$ cat config.mk
export PLATFORM = sky130hd
export DESIGN_NAME = reset_startup_config
export DESIGN_NICKNAME = d
export VERILOG_FILES = /design/src/hdl/rst_cfg_pkg.sv /design/src/hdl/stack_monitor.sv /design/src/hdl/bor_filter.sv /design/src/hdl/reset_startup_config.sv
export SDC_FILE = /design/constraint.sdc
export NUM_CORES = 1
export LEC_CHECK = 0
export BUFFER_PORTS_ARGS = -buffer_cell sky130_fd_sc_hd__buf_2
export CELL_PAD_IN_SITES_DETAIL_PLACEMENT = 2
export CELL_PAD_IN_SITES_GLOBAL_PLACEMENT = 2
export CORE_MARGIN = 3
export CORE_UTILIZATION = 32
export CTS_CLUSTER_DIAMETER = 150
export DETAILED_ROUTE_END_ITERATION = 8
export PLACE_DENSITY = 0.87
export SLEW_MARGIN = 20
export SYNTH_ARGS = -nofsm -noshare
export SYNTH_HDL_FRONTEND = slang
export SYNTH_SLANG_ARGS = --single-unit
$ cat constraint.sdc
create_clock -name pclk -period 4.7 [get_ports pclk]
set_input_delay 0 -clock pclk [delete_from_list [all_inputs] [get_ports pclk]]
set_output_delay 0 -clock pclk [all_outputs]
set_load 0.05 [all_outputs]
$ cat src/hdl/rst_cfg_pkg.sv
// Purpose: shared constants for reset and start-up sequencing
// Assumes: 20 MHz pclk, 32-bit APB register words
// Notes: config word is 14 bits, blank value all ones
package rst_cfg_pkg;
  localparam int CLK_MHZ = 20;
  // power-up timer, nominal 64 ms
  localparam int POWERUP_TIMER_TIME_US = 64000;
  localparam int POWERUP_TIMER_CYCLES = POWERUP_TIMER_TIME_US * CLK_MHZ;
  localparam int POWERUP_TIMER_CNT_W = 21;
  // brown-out noise filter, least time
  localparam int BOR_FILTER_NS = 1000;
  localparam int BOR_FILTER_CYCLES = (BOR_FILTER_NS * CLK_MHZ + 999) / 1000;
  localparam int BOR_CNT_W = 8;
  localparam int STACK_LEVELS = 16;
  localparam int STACK_W = 5;

  // register byte offsets
  localparam logic [7:0] CFG_WORD_OFS = 8'h00;
  localparam logic [7:0] CTRL_OFS = 8'h04;
  localparam logic [7:0] CAUSE_OFS = 8'h08;
  localparam logic [7:0] STATUS_OFS = 8'h0c;

  // configuration word fields
  localparam int CFG_W = 14;
  localparam logic [13:0] CFG_BLANK = 14'h3fff;
  localparam logic [13:0] CFG_UNIMPL_MASK = 14'h3104;
  localparam int CFG_CLKOUT_N = 11;
  localparam int CFG_BOR_LSB = 9;
  localparam int CFG_CP_N = 7;
  localparam int CFG_PIN_FN = 6;
  localparam int CFG_POWERUP_TIMER_N = 5;
  localparam int CFG_WDT_LSB = 3;
  localparam int CFG_OSC_LSB = 0;

  // control register fields and reset value
  localparam int CTRL_W = 5;
  localparam int CTRL_SBOR = 0;
  localparam int CTRL_SWDT = 1;
  localparam int CTRL_STKRST = 2;
  localparam int CTRL_BORLVL = 3;
  localparam int CTRL_LVP = 4;
  localparam logic [4:0] CTRL_RESET = 5'h14;

  // reset cause flags
  localparam int CAUSE_W = 5;
  localparam int CAUSE_OVF = 0;
  localparam int CAUSE_UNF = 1;
  localparam int CAUSE_POR = 2;
  localparam int CAUSE_BOR = 3;
  localparam int CAUSE_EXT = 4;
  localparam logic [4:0] CAUSE_RESET = 5'h04;

  typedef enum logic [1:0] {
    MODE_OFF = 2'b00,
    MODE_SOFT = 2'b01,
    MODE_AWAKE = 2'b10,
    MODE_ON = 2'b11
  } mode_t;

  typedef enum logic [1:0] {
    INTERNAL_OSCILLATOR = 2'b00,
    EXT_CLOCK_LOW_POWER = 2'b01,
    EXT_CLOCK_MEDIUM_POWER = 2'b10,
    EXT_CLOCK_HIGH_POWER = 2'b11
  } osc_t;
endpackage

$ cat src/hdl/stack_monitor.sv
// Purpose: tracks return stack depth and flags overflow or underflow
// Assumes: push and pop are one-cycle pulses, never both at once
// Notes: depth clears while the core is held in reset
`timescale 1ns/10ps
module stack_monitor
  import rst_cfg_pkg::*;
(
  input wire logic pclk,
  input wire logic presetn,
  input wire logic clear,
  input wire logic push,
  input wire logic pop,
  output logic overflow,
  output logic underflow
);
  import rst_cfg_pkg::*;
  logic [STACK_W-1:0] depth_q;
  logic [STACK_W-1:0] depth_d;
  localparam logic [STACK_W-1:0] TOP = STACK_W'(STACK_LEVELS);

  assign overflow = push && (depth_q == TOP);
  assign underflow = pop && (depth_q == '0);
  assign depth_d = clear ? '0 :
                   (push && !overflow) ? depth_q + 1'b1 :
                   (pop && !underflow) ? depth_q - 1'b1 : depth_q;

  always_ff @(posedge pclk or negedge presetn) begin
    if (!presetn) begin
      depth_q <= '0;
    end else begin
      depth_q <= depth_d;
    end
  end
endmodule

$ cat src/hdl/bor_filter.sv
// Purpose: rejects short supply dips before a brown-out trips
// Assumes: low input is synchronous to pclk
// Notes: trip holds for as long as the low level persists
`timescale 1ns/10ps
module bor_filter
  import rst_cfg_pkg::*;
(
  input wire logic pclk,
  input wire logic presetn,
  input wire logic low,
  output logic trip
);
  import rst_cfg_pkg::*;
  localparam logic [BOR_CNT_W-1:0] LIMIT = BOR_CNT_W'(BOR_FILTER_CYCLES);
  logic [BOR_CNT_W-1:0] cnt_q;
  logic trip_q;

  assign trip = trip_q;

  always_ff @(posedge pclk or negedge presetn) begin
    if (!presetn) begin
      cnt_q <= '0;
      trip_q <= 1'b0;
    end else if (!low) begin
      cnt_q <= '0;
      trip_q <= 1'b0;
    end else if (cnt_q < LIMIT) begin
      cnt_q <= cnt_q + 1'b1;
    end else begin
      // dip has lasted longer than the filter time
      trip_q <= 1'b1;
    end
  end
endmodule

$ cat src/hdl/reset_startup_config.sv
// Purpose: reset sources, power-up timer and start-up gating with config decode
// Assumes: analog monitor levels and pins are synchronous to pclk
// Notes: APB slave, zero wait states, registers are 32-bit aligned words
//
// Behaviour
// stack fault reset enabled: reset on overflow or underflow, set matching flag
// brown-out mode 11 on, 10 awake only, 01 software bit, 00 off
// watchdog mode 11 on, 10 awake only, 01 software bit, 00 off
// power-up timer enabled when its config bit is 0
// power-up timer gives 64 ms after power-on or brown-out, holding reset
// power-up timer starts only after power-on and brown-out both release
// brown-out enable and power-up timer enable decode independently
// reset pin is external reset unless low-voltage programming off and bit 0
// held in reset while supply is below the power-on level
// held in reset while brown-out active and supply below trip level
// brown-out resets only when the low supply outlasts the filter time
// one configuration bit selects the brown-out trip level; the code takes it from control register bit BORLVL instead
// modes 11 and 10 awake wait for brown-out ready before executing
// code protect 0 blocks external access; only bulk erase clears it; the code also clears the latch on presetn
// oscillator field picks external clock power or internal oscillator
// clock output bit 0 drives clock out; 1 leaves the pin for I/O
// unimplemented configuration word bits read back as 1
// mode 10 wake from sleep waits for brown-out ready
// mode 01 start-up never waits; protection starts once circuit ready
// mode 11 keeps protection in sleep and never delays wake
// core reset ORs all sources and releases on the clock
//
// Local design decisions: the address map and the APB register port.
`timescale 1ns/10ps
module reset_startup_config
  import rst_cfg_pkg::*;
#(
  parameter int POWERUP_TIMER_LEN = rst_cfg_pkg::POWERUP_TIMER_CYCLES
) (
  input wire logic pclk,
  input wire logic presetn,
  input wire logic psel,
  input wire logic penable,
  input wire logic pwrite,
  input wire logic [31:0] paddr,
  input wire logic [31:0] pwdata,
  output logic [31:0] prdata,
  output logic pready,
  output logic pslverr,
  input wire logic [rst_cfg_pkg::CFG_W-1:0] cfg_word_in,
  input wire logic bulk_erase,
  input wire logic por_low,
  input wire logic bor_low,
  input wire logic bor_ready,
  input wire logic external_reset_pin_n,
  input wire logic weak_pullup_ctrl,
  input wire logic stack_push,
  input wire logic stack_pop,
  input wire logic sleep_req,
  input wire logic wake_evt,
  output logic core_reset,
  output logic exec_enable,
  output logic sleeping,
  output logic bor_analog_en,
  output logic brownout_level_sel,
  output logic watchdog_en,
  output logic reset_pin_pullup_en,
  output logic reset_pin_digital_in,
  output logic ext_prog_access_block,
  output rst_cfg_pkg::osc_t oscillator_sel,
  output logic clock_input_pin_io,
  output logic clock_output_drive
);
  import rst_cfg_pkg::*;

  typedef enum logic [2:0] {
    ST_HOLD,
    ST_POWERUP_TIMER,
    ST_START,
    ST_RUN,
    ST_SLEEP,
    ST_WAKE
  } state_t;

  localparam logic [POWERUP_TIMER_CNT_W-1:0] POWERUP_TIMER_LAST = POWERUP_TIMER_CNT_W'(POWERUP_TIMER_LEN - 1);

  logic [CFG_W-1:0] cfg_q;
  logic [CTRL_W-1:0] ctrl_q;
  logic [CTRL_W-1:0] ctrl_d;
  logic [CAUSE_W-1:0] cause_q;
  logic [CAUSE_W-1:0] cause_d;
  logic [CAUSE_W-1:0] cause_set;
  logic [CAUSE_W-1:0] cause_clr;
  logic [31:0] prdata_q;
  logic [31:0] rd_mux;
  logic protect_q;
  logic core_reset_q;
  logic exec_q;
  logic powerup_timer_pending_q;
  logic [POWERUP_TIMER_CNT_W-1:0] powerup_timer_cnt_q;
  state_t state_q;
  state_t state_d;

  // bus decode
  wire setup_phase = psel && !penable;
  wire access_wr = psel && penable && pwrite;
  wire [7:0] ofs = paddr[7:0];
  wire hit_cfg = (ofs == CFG_WORD_OFS);
  wire hit_ctrl = (ofs == CTRL_OFS);
  wire hit_cause = (ofs == CAUSE_OFS);
  wire hit_status = (ofs == STATUS_OFS);
  // upper address bits must be zero for reads and error-free access; ctrl and cause writes decode only the low byte
  wire mapped = (paddr[31:8] == '0) && (hit_cfg || hit_ctrl || hit_cause || hit_status);

  // unimplemented read as one
  wire [CFG_W-1:0] cfg_view = cfg_q | CFG_UNIMPL_MASK;

  // configuration field decode
  wire [1:0] bor_mode = cfg_q[CFG_BOR_LSB +: 2];
  wire [1:0] wdt_mode = cfg_q[CFG_WDT_LSB +: 2];
  // power-up timer active low
  wire powerup_timer_en = !cfg_q[CFG_POWERUP_TIMER_N];
  wire lvp_en = ctrl_q[CTRL_LVP];
  wire stack_rst_en = ctrl_q[CTRL_STKRST];
  wire in_sleep = (state_q == ST_SLEEP);

  // brown-out mode select
  wire bor_active = (bor_mode == MODE_ON) ||
                    ((bor_mode == MODE_AWAKE) && !in_sleep) ||
                    ((bor_mode == MODE_SOFT) && ctrl_q[CTRL_SBOR]);
  // software mode guards only once the circuit is ready
  wire bor_protect = bor_active && ((bor_mode != MODE_SOFT) || bor_ready);
  // start waits for ready in hardware modes
  wire start_needs_ready = (bor_mode == MODE_ON) || (bor_mode == MODE_AWAKE);

  // watchdog mode select
  // same four-way table as brown-out, sleep read from the state register
  wire wdt_active = (wdt_mode == MODE_ON) ||
                    ((wdt_mode == MODE_AWAKE) && !in_sleep) ||
                    ((wdt_mode == MODE_SOFT) && ctrl_q[CTRL_SWDT]);

  // reset pin function
  wire pin_is_reset = lvp_en || cfg_q[CFG_PIN_FN];
  wire ext_reset = pin_is_reset && !external_reset_pin_n;

  wire bor_trip;
  wire stack_ovf;
  wire stack_unf;

  // dip filter
  // dips count only while protection is on, so sleep dips are ignored in awake-only mode
  bor_filter u_bor_filter (
    .pclk(pclk),
    .presetn(presetn),
    .low(bor_low && bor_protect),
    .trip(bor_trip)
  );

  // moves count only while executing; depth clears with core reset
  stack_monitor u_stack (
    .pclk(pclk),
    .presetn(presetn),
    .clear(core_reset_q),
    .push(stack_push && exec_q),
    .pop(stack_pop && exec_q),
    .overflow(stack_ovf),
    .underflow(stack_unf)
  );

  // stack fault reset when enabled
  wire stack_fault = stack_rst_en && (stack_ovf || stack_unf);
  // supply holds
  wire supply_hold = por_low || bor_trip;
  wire any_reset = supply_hold || ext_reset || stack_fault;
  wire powerup_timer_done = (powerup_timer_cnt_q == POWERUP_TIMER_LAST);
  // timer only after a supply reset, own enable bit only
  wire hold_to_powerup_timer = powerup_timer_pending_q && powerup_timer_en;
  // soft mode must not stall start on a circuit still settling
  wire start_go = !start_needs_ready || bor_ready;
  // only awake-only mode turned protection off on entering sleep
  wire wake_needs_ready = (bor_mode == MODE_AWAKE);

  // start-up sequence
  always_comb begin
    state_d = state_q;
    case (state_q)
      ST_HOLD: begin
        // timer starts after both releases, own enable only
        if (!any_reset) begin
          state_d = hold_to_powerup_timer ? ST_POWERUP_TIMER : ST_START;
        end
      end
      ST_POWERUP_TIMER: begin
        // held for the full timeout
        if (powerup_timer_done) begin
          state_d = ST_START;
        end
      end
      ST_START: begin
        // ready gate on start
        // core reset is already released here; only execution waits
        if (start_go) begin
          state_d = ST_RUN;
        end
      end
      ST_RUN: begin
        if (sleep_req) begin
          state_d = ST_SLEEP;
        end
      end
      ST_SLEEP: begin
        // awake-only mode re-checks ready, always-on does not
        if (wake_evt) begin
          state_d = wake_needs_ready ? ST_WAKE : ST_RUN;
        end
      end
      ST_WAKE: begin
        if (bor_ready) begin
          state_d = ST_RUN;
        end
      end
      default: begin
        state_d = ST_HOLD;
      end
    endcase
    // any source overrides the sequence
    if (any_reset) begin
      state_d = ST_HOLD;
    end
  end

  always_ff @(posedge pclk or negedge presetn) begin
    if (!presetn) begin
      state_q <= ST_HOLD;
      core_reset_q <= 1'b1;
      exec_q <= 1'b0;
    end else begin
      state_q <= state_d;
      // registered core reset release
      core_reset_q <= (state_d == ST_HOLD) || (state_d == ST_POWERUP_TIMER);
      exec_q <= (state_d == ST_RUN);
    end
  end

  // timer counts only while supply resets are released
  // pending marks a supply reset; pin and stack resets skip the timer
  always_ff @(posedge pclk or negedge presetn) begin
    if (!presetn) begin
      powerup_timer_pending_q <= 1'b1;
      powerup_timer_cnt_q <= '0;
    end else begin
      // a dip inside the timeout goes back to hold and restarts it
      if (supply_hold) begin
        powerup_timer_pending_q <= 1'b1;
      end else if (state_q == ST_START) begin
        powerup_timer_pending_q <= 1'b0;
      end
      if (state_q == ST_POWERUP_TIMER && !powerup_timer_done) begin
        powerup_timer_cnt_q <= powerup_timer_cnt_q + 1'b1;
      end else if (state_q != ST_POWERUP_TIMER) begin
        powerup_timer_cnt_q <= '0;
      end
    end
  end

  // nonvolatile word is sampled, blank until first edge
  // blank keeps every active-low enable off until the word arrives
  always_ff @(posedge pclk or negedge presetn) begin
    if (!presetn) begin
      cfg_q <= CFG_BLANK;
    end else begin
      cfg_q <= cfg_word_in;
    end
  end

  // protection latch, set wins over erase
  // limitation: presetn clears the latch until the word is sampled again
  always_ff @(posedge pclk or negedge presetn) begin
    if (!presetn) begin
      protect_q <= 1'b0;
    end else if (!cfg_q[CFG_CP_N]) begin
      protect_q <= 1'b1;
    end else if (bulk_erase) begin
      protect_q <= 1'b0;
    end
  end

  // control register writes
  assign ctrl_d = (access_wr && hit_ctrl) ? pwdata[CTRL_W-1:0] : ctrl_q;

  // reset cause flags: write one to clear, a new event wins
  // overflow and underflow flags
  assign cause_set[CAUSE_OVF] = stack_ovf;
  assign cause_set[CAUSE_UNF] = stack_unf;
  assign cause_set[CAUSE_POR] = por_low;
  assign cause_set[CAUSE_BOR] = bor_trip;
  assign cause_set[CAUSE_EXT] = ext_reset;
  assign cause_clr = (access_wr && hit_cause) ? pwdata[CAUSE_W-1:0] : '0;
  assign cause_d = cause_set | (cause_q & ~cause_clr);

  always_ff @(posedge pclk or negedge presetn) begin
    if (!presetn) begin
      ctrl_q <= CTRL_RESET;
      cause_q <= CAUSE_RESET;
    end else begin
      ctrl_q <= ctrl_d;
      cause_q <= cause_d;
    end
  end

  // read data mux
  // status is a live view with no storage of its own
  wire [31:0] status_word = {24'h000000, state_q != ST_RUN, protect_q, state_q == ST_POWERUP_TIMER,
                             wdt_active, bor_protect, bor_active, core_reset_q, bor_ready};
  assign rd_mux = hit_cfg ? {18'h00000, cfg_view} :
                  hit_ctrl ? {27'h0000000, ctrl_q} :
                  hit_cause ? {27'h0000000, cause_q} :
                  hit_status ? status_word : 32'h00000000;

  // read data settles in setup so the access phase needs no wait
  always_ff @(posedge pclk or negedge presetn) begin
    if (!presetn) begin
      prdata_q <= 32'h00000000;
    end else if (setup_phase) begin
      prdata_q <= (mapped && !pwrite) ? rd_mux : 32'h00000000;
    end
  end

  assign prdata = prdata_q;
  assign pready = 1'b1;
  // unmapped offsets and writes to read-only words are errored
  assign pslverr = psel && penable && (!mapped || (pwrite && (hit_cfg || hit_status)));

  // core control outputs
  assign core_reset = core_reset_q;
  assign exec_enable = exec_q;
  assign sleeping = in_sleep;
  assign bor_analog_en = bor_active;
  // trip level select
  assign brownout_level_sel = ctrl_q[CTRL_BORLVL];
  assign watchdog_en = wdt_active;
  // pull-up forced on while the pin is a reset input
  assign reset_pin_pullup_en = pin_is_reset || weak_pullup_ctrl;
  assign reset_pin_digital_in = !pin_is_reset;
  assign ext_prog_access_block = protect_q;
  // oscillator source
  assign oscillator_sel = osc_t'(cfg_q[CFG_OSC_LSB +: 2]);
  assign clock_input_pin_io = (cfg_q[CFG_OSC_LSB +: 2] == INTERNAL_OSCILLATOR);
  // clock output active low enable
  assign clock_output_drive = !cfg_q[CFG_CLKOUT_N];
endmodule

Word-level counts from Yosys, hierarchy flattened
Cells that the tools add are included.
- add/subtract/negate cells: 4
- order comparisons: 1
- equality and inequality tests: 24
- mux-type cells: 28
- bitwise gates (word level): 3
- reduce and logical (&&, ||, !) cells: 65
- operator list (kind ; count):
    21-bit two-way mux ; 2
    8-bit two-way mux ; 5
    14-bit two-way mux ; 2
    1-bit logical AND ; 25
    24-bit zero test ; 1
    21-bit by 1-bit adder with 21-bit output (second input constant) ; 1
    21-bit == test (second input constant) ; 1
    3-bit two-way mux ; 7
    5-bit two-way mux ; 4
    1-bit logical OR ; 19
    3-bit one-hot mux with 6 select lines ; 1
    8-bit by 4-bit == test with 1-bit output (second input constant) ; 2
    1-bit zero test ; 12
    3-bit by 2-bit == test with 1-bit output (second input constant) ; 3
    8-bit by 1-bit adder with 8-bit output (second input constant) ; 1
    2-bit == test (second input constant) ; 4
    8-bit by 3-bit == test with 1-bit output (second input constant) ; 1
    8-bit zero test ; 1
    8-bit by 5-bit < comparator with 1-bit output (second input constant) ; 1
    3-bit by 1-bit == test with 1-bit output (second input constant) ; 2
    3-bit == test (second input constant) ; 2
    3-bit zero test ; 2
    1-bit two-way mux ; 6
    2-bit inequality test (second input constant) ; 3
    15 further kinds ; 17
- bits in registers: 96
- input port bits: 93
- output and inout port bits: 47
- word-level logic and storage cells: 138

Logic depth before layout (Yosys ltp)
Gate-level depths: netlist of run 1.
- depth in word-level cells: 11
- depth in mapped cells: 8
- gate-level depth less buffers: 8

Modules after synthesis
From an unflattened synthesis of run 1, not the netlist that was laid out.
- cell total of the unflattened synthesis: 409
- area, all modules: 4117.7 um^2
- modules (own cells, without submodules) (module ; instances ; cells an instance ; area each (um^2) ; seq. area each (um^2)):
    reset_startup_config ; 1 ; 326 ; 3258.1 ; 1520.2
    stack_monitor ; 1 ; 46 ; 449.2 ; 125.1
    bor_filter ; 1 ; 37 ; 410.4 ; 225.2

Worst setup path after synthesis of run 1
Ideal clock, no wire load.
- path kind: register -> register
- start: register state_q[0]
- end: register prdata_q[4], in the netlist prdata[4]
- setup time: 135 ps
- arrival: 2975 ps
- data required time: 4565 ps
- setup slack: 1590 ps
- cell stages (with the launch flop): 5
- path buffers: 0
- clock period less this slack: 3110 ps
- path through: dfrtp_1 > nor3b_1 > o21ai_0 > a21oi_1 > o31ai_1
- cells in the longest elaborated chain, start to end: 10
- RTL lines (item ; line ; text):
    from (decl) ; reset_startup_config.sv:96 ; state_t state_q;
    from (signal assigned) ; reset_startup_config.sv:233 ; state_q <= state_d;
    3-bit == test ; reset_startup_config.sv:120 ; wire in_sleep = (state_q == ST_SLEEP);
    net sleeping ; reset_startup_config.sv:58 ; output logic sleeping,
    1-bit zero test ; reset_startup_config.sv:134 ; ((wdt_mode == MODE_AWAKE) && !in_sleep) ||
    1-bit logical AND ; reset_startup_config.sv:134 ;
    1-bit logical OR ; reset_startup_config.sv:133 ; wire wdt_active = (wdt_mode == MODE_ON) ||
    1-bit logical OR ; reset_startup_config.sv:134 ;
    net watchdog_en ; reset_startup_config.sv:61 ; output logic watchdog_en,
    8-bit two-way mux ; reset_startup_config.sv:313 ; hit_status ? status_word : 32'h00000000;
    8-bit two-way mux ; reset_startup_config.sv:312 ; hit_cause ? {27'h0000000, cause_q} :
    8-bit two-way mux ; reset_startup_config.sv:311 ; hit_ctrl ? {27'h0000000, ctrl_q} :
    14-bit two-way mux ; reset_startup_config.sv:310 ; assign rd_mux = hit_cfg ? {18'h00000, cfg_view} :
    14-bit two-way mux ; reset_startup_config.sv:320 ; prdata_q <= (mapped && !pwrite) ? rd_mux : 32'h00000000;
    to (signal assigned) ; reset_startup_config.sv:320 ;
    to (decl) ; reset_startup_config.sv:89 ; logic [31:0] prdata_q;
The timed path passes the listed nets, and every way through them passes these cells.
A chain may end at the register's enable or synchronous reset.

Worst setup path in the final report of run 1
- start: register u_stack.depth_q[0]
- end: register u_stack.depth_q[3]
- cells in the longest elaborated chain, start to end: 6
- elaborated cells on any way between the ends: 14
- those cells by class: add/sub: 2; eq/ne: 1; mux: 3; reduce/logical: 8
- RTL lines (item ; line ; text):
    from (decl) ; stack_monitor.sv:17 ; logic [STACK_W-1:0] depth_q;
    from (signal assigned) ; stack_monitor.sv:31 ; depth_q <= depth_d;
    branches (longest 6 deep; another with 5-bit by 1-bit subtractor with 5-bit output) ; - ;
Parallel ways; which one is timed is not known. The select of a mux whose other input is x is not followed.

==> results of run 1 <==
[cell usage in the layout, fill, tap and decap left out, types with 6 or more instances in the layout]
cell type	instances
nor2_1	45
dlygate4sd3_1	22
nand4_1	9
buf_2	89
a21oi_1	15
dfrtp_1	59
a21o_1	8
xor2_1	13
inv_1	9
dfstp_2	15
nor4_1	7
xnor2_1	6
o21ai_0	19
nand2_1	39
clkbuf_16	9
and3_1	7
nor3_1	10
conb_1	19
[stage by stage]
step | cell area, µm² | std cells | utilization (%) | total power, mW
after floorplan | 4010 | 416 | - | 0.907
after global placement | 4420 | 614 | 37.7 | 0.975
after detailed placement | 4420 | 614 | 37.7 | 0.998
after CTS | 4940 | 652 | 42.2 | 1.73
after global routing | 4940 | 652 | 42.2 | 1.80
final | 4940 | 652 | 42.2 | 1.72
[state kept, by name (all words and copies together), names as in the netlist]
| register | count |
|---|---|
| ext_prog_access_block | 1 |
| prdata | 12 |
| u_stack.depth_q | 5 |
| core_reset | 1 |
| exec_enable | 1 |
| cause_q | 5 |
| u_bor_filter.trip | 1 |
| u_bor_filter.cnt_q | 8 |
| ctrl_q | 5 |
| powerup_timer_cnt_q | 21 |
| state_q | 3 |
| powerup_timer_pending_q | 1 |
| cfg_q | 10 |
[power by group]
| part | switching, mW | leakage (nW) | total [mW] | internal (mW) |
|---|---|---|---|---|
| logic | 0.192 | 1.19 | 0.299 | 0.107 |
| clock network | 0.279 | 0.145 | 0.719 | 0.439 |
| registers | 0.0377 | 0.961 | 0.707 | 0.669 |
| total | 0.509 | 2.30 | 1.72 | 1.22 |
[cell type report]
type	count	area, µm²	area share [%]
clock buffers	12	256	5.19
inverters	9	33.8	0.683
well taps	143	179	3.62
multi-input cells	298	1880	38.1
flip-flops and latches	74	1870	37.8
clock inverters	4	50.0	1.01
repair buffers	112	673	13.6
[worst paths after layout]
| kind | endpoint | slack, ps | start |
|---|---|---|---|
| setup / recovery | u_stack.depth_q[3] | 1940 | u_stack.depth_q[0] |
| hold / removal | prdata[4] | 120 | paddr[9] |
| setup reg to reg | u_stack.depth_q[3] | 1940 | u_stack.depth_q[0] |
| hold reg to reg | prdata[4] | 480 | prdata[4] |
| max in group asynchronous | cfg_q[11] | 3290 | presetn |
| min in group asynchronous | u_bor_filter.cnt_q[2] | 350 | presetn |
[layer usage]
metal | part of all wire [%] | vias to the layer above
met1 | 41 | 1760
met4 | 2.6 | 0
met2 | 51 | 110
met3 | 4.8 | 26
li1 | - | 1587
met5 | 0 | -
[critical path, cell delays in order, from the launching register on]
cell,delay [ps]
dfrtp_1,470
nor4_2,620
a21o_1,350
ha_1,280
a21o_1,190
a21oi_1,210
xor2_1,200
nor2_1,70
mux2_4,250
[cell families (layout without fill, tap and decap cells)]
family | count (synthesis) | after routing | share of synthesized area, %
adders and majority gates | 6 | 6 | 2.10
other | 2 | 19 | 0.191
xor gates and xnor gates | 19 | 19 | 4.22
and+or+nand+nor | 157 | 157 | 21.4
AOI/OAI and AO/OA | 83 | 83 | 14.0
buffers and inverters | 44 | 137 | 6.41
muxes | 14 | 14 | 4.25
DFF | 74 | 74 | 47.5
[timing repair]
item | CTS | global route
hold endpoints to repair | 55 | 0
resized for setup | 0 | 0
hold buffers | 22 | 0
==> impl_results.md, run 1 <==
- Status: finished, final reports clean
- Starting Density: roughly 34%
- Slew headroom: 35.0%
- Pre-Repair DR Iteration Count: 4
- GR Util met1: between 20% and 30%
- Syn Inst Count: 399
- Worst slack, placed: roughly 2000 ps
- Routability cong.: between 0.8 and 0.9
- Clock Sinks: 74
- Initial antenna violation count: 0
- Final setup margin: 1940 ps
- Peak supply drop: 0.000159 V
- Hold Path Depth: 5
- Total CTS buffers: 9
- Most common cell in the netlist: dfrtp_1
- Detail Route Antenna Nets: 0
- Max-slew violations: 0
- Setup CP Type: reg2reg
- Post-Syn Area: between 3000 and 4000 µm²
- P_leak: 2.30 nW
- Number of global-route vias before repair: 3848
- Top post-synthesis cells by area: dfrtp_1, dfstp_2, buf_4
- Fin. Hold Viols: 0
- Htree depth: 3
- Maximum clock path buffer count: 2
- Synth top area share: a little under two fifths
- Post-synth top area cell: dfrtp_1
- Die H: 117 µm
- Syn avg cell area: approximately 10 µm²
- Worst slew pin tran: about 970 ps
- Worst Reg-to-Reg Cells: 8
- Hpwl dp: 9.09 mm
- MaxCap Viol Count: 0
- Wire per inst: roughly 21 µm
- Crit path launch type: register
- Synthesis-to-finish area growth: 25.5%
- Pin count of the biggest net entering global routing: 41
- Row count: 39
- Diode count: 0
- Die Width: 117 µm
- Final hold slack: between 100 and 150 ps
- Met2 usage: between 30% and 40%
- CP Capture Type: register
- Type of the worst min-delay path: in2reg
- Main synth FF type: dfrtp_1
- Yosys reg bits: between 70 and 80
- Synth cell types: a little under 60
- RSZ-0062 raised after global routing: no
- Total die area: 13700 µm²
- Final Cycle Share: approximately 59%
- EDFF count, synth: 0
- Final setup TNS: 0 ps
- PD cells: 349 nW/µm²
- DRC Markers: 0
- Total Nets Final: roughly 600
- Root Buffer: clkbuf_16
- CTS tree: yes
- Crit path max fanout: 7
- FMAX: about 360 MHz
- Ports: 140
- Vias per cell: roughly 5.3
- Final setup vio count: 0
- Grt peak-use layer: met2
- CP arrival: roughly 3000 ps
- Congestion Overflow GR: 0
- Async SR Flop Fraction: 100%
- Met3 Use GR: roughly 4.7%
- PortBufs: 89
- All-Layer GR Usage: between 20% and 30%
- Global-route wire length before repair: between 20 and 25 mm
- Post-synthesis sequential area ratio: between 40% and 50%
- Clock Skew: approximately 7.6 ps
- Critical Path RT: approximately 5000 ps
- Total Wirelength: around 14 mm
- Initial DRC count: between 150 and 200
- Via count: about 3.5k
- Fill cells: ~1.3k
- Post-CTS repair timing setup buffer count: 0
- Core area: 11700 µm²
- Most frequent cells after synthesis: dfrtp_1, nor2_1, nand2_1
- Synth warn: 0
- Clock transition at path regs: 60 ps
- Tmin final: about 2800 ps
- Clk Latency, worst-skew pair: 340 ps
- Layout cells sized above 1: a little over a quarter
Power figures use the tool's default switching activity.
==> inputs of run 2 (changes only) <==
--- a/config.mk
+++ b/config.mk
@@ -9,10 +9,10 @@
 export CELL_PAD_IN_SITES_DETAIL_PLACEMENT = 2
 export CELL_PAD_IN_SITES_GLOBAL_PLACEMENT = 2
 export CORE_MARGIN = 3
-export CORE_UTILIZATION = 32
+export CORE_UTILIZATION = 30
 export CTS_CLUSTER_DIAMETER = 150
 export DETAILED_ROUTE_END_ITERATION = 8
-export PLACE_DENSITY = 0.87
+export PLACE_DENSITY = 0.82
 export SLEW_MARGIN = 20
 export SYNTH_ARGS = -nofsm -noshare
 export SYNTH_HDL_FRONTEND = slang
==> constraint.sdc (replaced) <==
create_clock -name pclk -period 2.7 [get_ports pclk]
set_input_delay 0 -clock pclk [delete_from_list [all_inputs] [get_ports pclk]]
set_output_delay 0 -clock pclk [all_outputs]
set_load 0.05 [all_outputs]
==> run 2 against run 1 <==
Effect of this change:
- fmax increased by 20%
- clock power increased by 72%
- count of clock-buffer cells in the layout increased by 2
- worst hold slack improved by 3.2 ps
- via count decreased by 1.2%
- die area increased by 6.3%
- register-to-register slack got worse by 1500 ps
==> impl_results.md, run 2 (synthesis results as in run 1) <==
- Slew headroom: 34.7% (-0.37 points)
- Layout cells sized above 1: 26.7% (unchanged)
- Via count: 3440 (-1.2%)
- Fin. Hold Viols: 0 (unchanged)
- Commonest non-fill, non-tap cells in the layout: buf_2, dfrtp_1, nor2_1, nand2_1, dlygate4sd3_1
- Post-DP Area: 4470 µm² (+1.2%)
- Hpwl dp: 9.19 mm (+1.1%)
- Met2 usage: 36.8% (-0.16 points)
- R2R Setup Slk: 390 ps (-1550 ps)
- Total Nets Final: 603 (unchanged)
- Commonest non-fill, non-tap cell in the layout: buf_2
- Number of global-route vias before repair: 4011 (+4.2%)
- Die Width: 121 µm (+3.1%)
- Final core occ: 39.1% (-3.1 points)
- Total die area: 14500 µm² (+6.3%)
- Finished Cell Area: 4980 µm² (+0.68%)
- Starting Density: 31.0% (-2.7 points)
- Core area: 12700 µm² (+8.6%)
- Fill cells: 1423 (+12%)
- Worst slew pin tran: 980 ps (+5.59 ps)
- Met3 Use GR: 4.58% (-0.095 points)
- Critical Path RT: 2910 ps (-2020 ps)
- Total CTS buffers: 9 (unchanged)
- FMAX: 434 MHz (+20%)
- Wire per inst: 20.1 µm (-3.0%)
- Final setup vio count: 0 (unchanged)
- R2r startpoint: u_stack.depth_q[0]
- Non-filler cells, final: 681 (+4.4%)
- PD cells: 602 nW/µm² (+73%)
- Peak supply drop: 0.000317 V (+100%)
- Row count: 41 (+5.1%)
- Maximum clock path buffer count: 2 (unchanged)
- CP Capture Type: register
- RSZ-0062 raised after global routing: no
- Hold Crit Start: paddr[30]
- CP arrival: 2520 ps (-470 ps)
- Grt peak-use layer: met2
- Detail Route Antenna Nets: 0 (unchanged)
- Final Cycle Share: 85.4% (+27 points)
- Cells after DPL: 644 (+4.9%)
- Setup CP Type: reg2reg
- Reg-to-reg endpoint: u_stack.depth_q[3]
- Total Wirelength: 13.7 mm (+1.3%)
- CTS tree: yes
- Global-route wire length before repair: 22.2 mm (+6.2%)
- Hold Path Depth: 5 (unchanged)
- Htree depth: 3 (unchanged)
- Synthesis-to-finish area growth: 26.3%
- Clock Sinks: 74 (unchanged)
- DRC Markers: 0 (unchanged)
- Worst Reg-to-Reg Cells: 8 (unchanged)
- Ports: 140 (unchanged)
- PortBufs: 89 (unchanged)
- Post-CTS repair timing setup buffer count: 0 (unchanged)
- Initial antenna violation count: 0 (unchanged)
- Crit path launch type: register
- Hold EP: prdata[4]
- Die H: 121 µm (+3.1%)
- P_leak: 2.31 nW (+0.40%)
- Diode count: 0 (unchanged)
- Crit path max fanout: 5 (-2)
- Type of the worst min-delay path: in2reg
- Routability cong.: 0.773 (-6.6%)
- Congestion Overflow GR: 0 (unchanged)
- Clock Skew: 7.39 ps (-0.255 ps)
- Max FFs per register: 21 (unchanged)
- Clk Latency, worst-skew pair: 330 ps (about the same)
- Tot Pwr: 3.00 mW (+74%)
- Final setup margin: 393 ps (-1550 ps)
- Pre-Repair DR Iteration Count: 4 (unchanged)
- Pin count of the biggest net entering global routing: 75 (+83%)
- Largest Register: powerup_timer_cnt_q
- Tmin final: 2310 ps (-454 ps)
- Worst slack, placed: 376 ps (-1590 ps)
- Max-slew violations: 0 (unchanged)
- All-Layer GR Usage: 19.6% (-0.80 points)
- GR Util met1: 21.9% (-1.0 points)
- Root Buffer: clkbuf_16
- Status: finished, final reports clean
- Initial DRC count: 173 (+15%)
- Clock transition at path regs: 60 ps (about the same)
- MaxCap Viol Count: 0 (unchanged)
- Vias per cell: 5.05 (-5.4%)
- Final hold slack: 119 ps (+3.20 ps)
- Final setup TNS: 0 ps (unchanged)
run 2: changes by cell type in the layout (fill, tap and decap cells not counted):
cell and change:
clkinvlp_4 -2, nor3b_1 -1, clkbuf_1 +2, dlygate4sd3_1 -1, buf_4 +2, nor3b_2 +1, buf_2 -1
run 2: power by group:
group	internal, mW	switching [mW]	leakage, nW
clock network	0.767	0.471	0.147
registers	1.16	0.0639	0.961
logic	0.196	0.333	1.20
run 2: critical path, stage by stage (launching register included):
cell,delay (ps)
dfrtp_1,450
nor4_2,330
a21o_1,310
ha_1,280
a21o_1,180
a21oi_1,170
xor2_1,160
nor2_1,50
mux2_4,250
run 2: repair_timing:
action,4_1_cts,5_1_grt
setup endpoints to repair,0,0
hold buffers,21,0
resized for setup,0,0
endpoints found under the hold margin,82,0
run 2: how the worst max path moves through the flow:
stage / startpoint / to / slack [ps] / cells past startpoint
4_1_cts: u_stack.depth_q[0] / u_stack.depth_q[3] / 350 / 8
3_5_place_dp: u_stack.depth_q[0] / u_stack.depth_q[3] / 380 / 8
5_1_grt: u_stack.depth_q[0] / u_stack.depth_q[3] / 250 / 8
3_3_place_gp: u_stack.depth_q[3] / u_stack.depth_q[3] / 520 / 8
6_report: u_stack.depth_q[0] / u_stack.depth_q[3] / 390 / 8
2_1_floorplan: state_q[0] / prdata[4] / 320 / 4
run 2: layer usage:
| metal | share of wire, % | wire [µm] |
|---|---|---|
| met1 | 40 | 5450 |
| met4 | 1.7 | 238 |
| met2 | 53 | 7330 |
| met3 | 5.0 | 692 |
| met5 | 0 | 0 |
run 2: area by class of cell:
cell class / count / area, µm² / share of cell area (%)
Clock inverter: 2 / 35.0 / 0.704
Tap cell: 172 / 215 / 4.32
Multi-Input combinational cell: 298 / 1890 / 37.9
Sequential cell: 74 / 1870 / 37.6
Clock buffer: 14 / 264 / 5.30
Inverter: 9 / 33.8 / 0.679
Timing Repair Buffer: 112 / 673 / 13.5
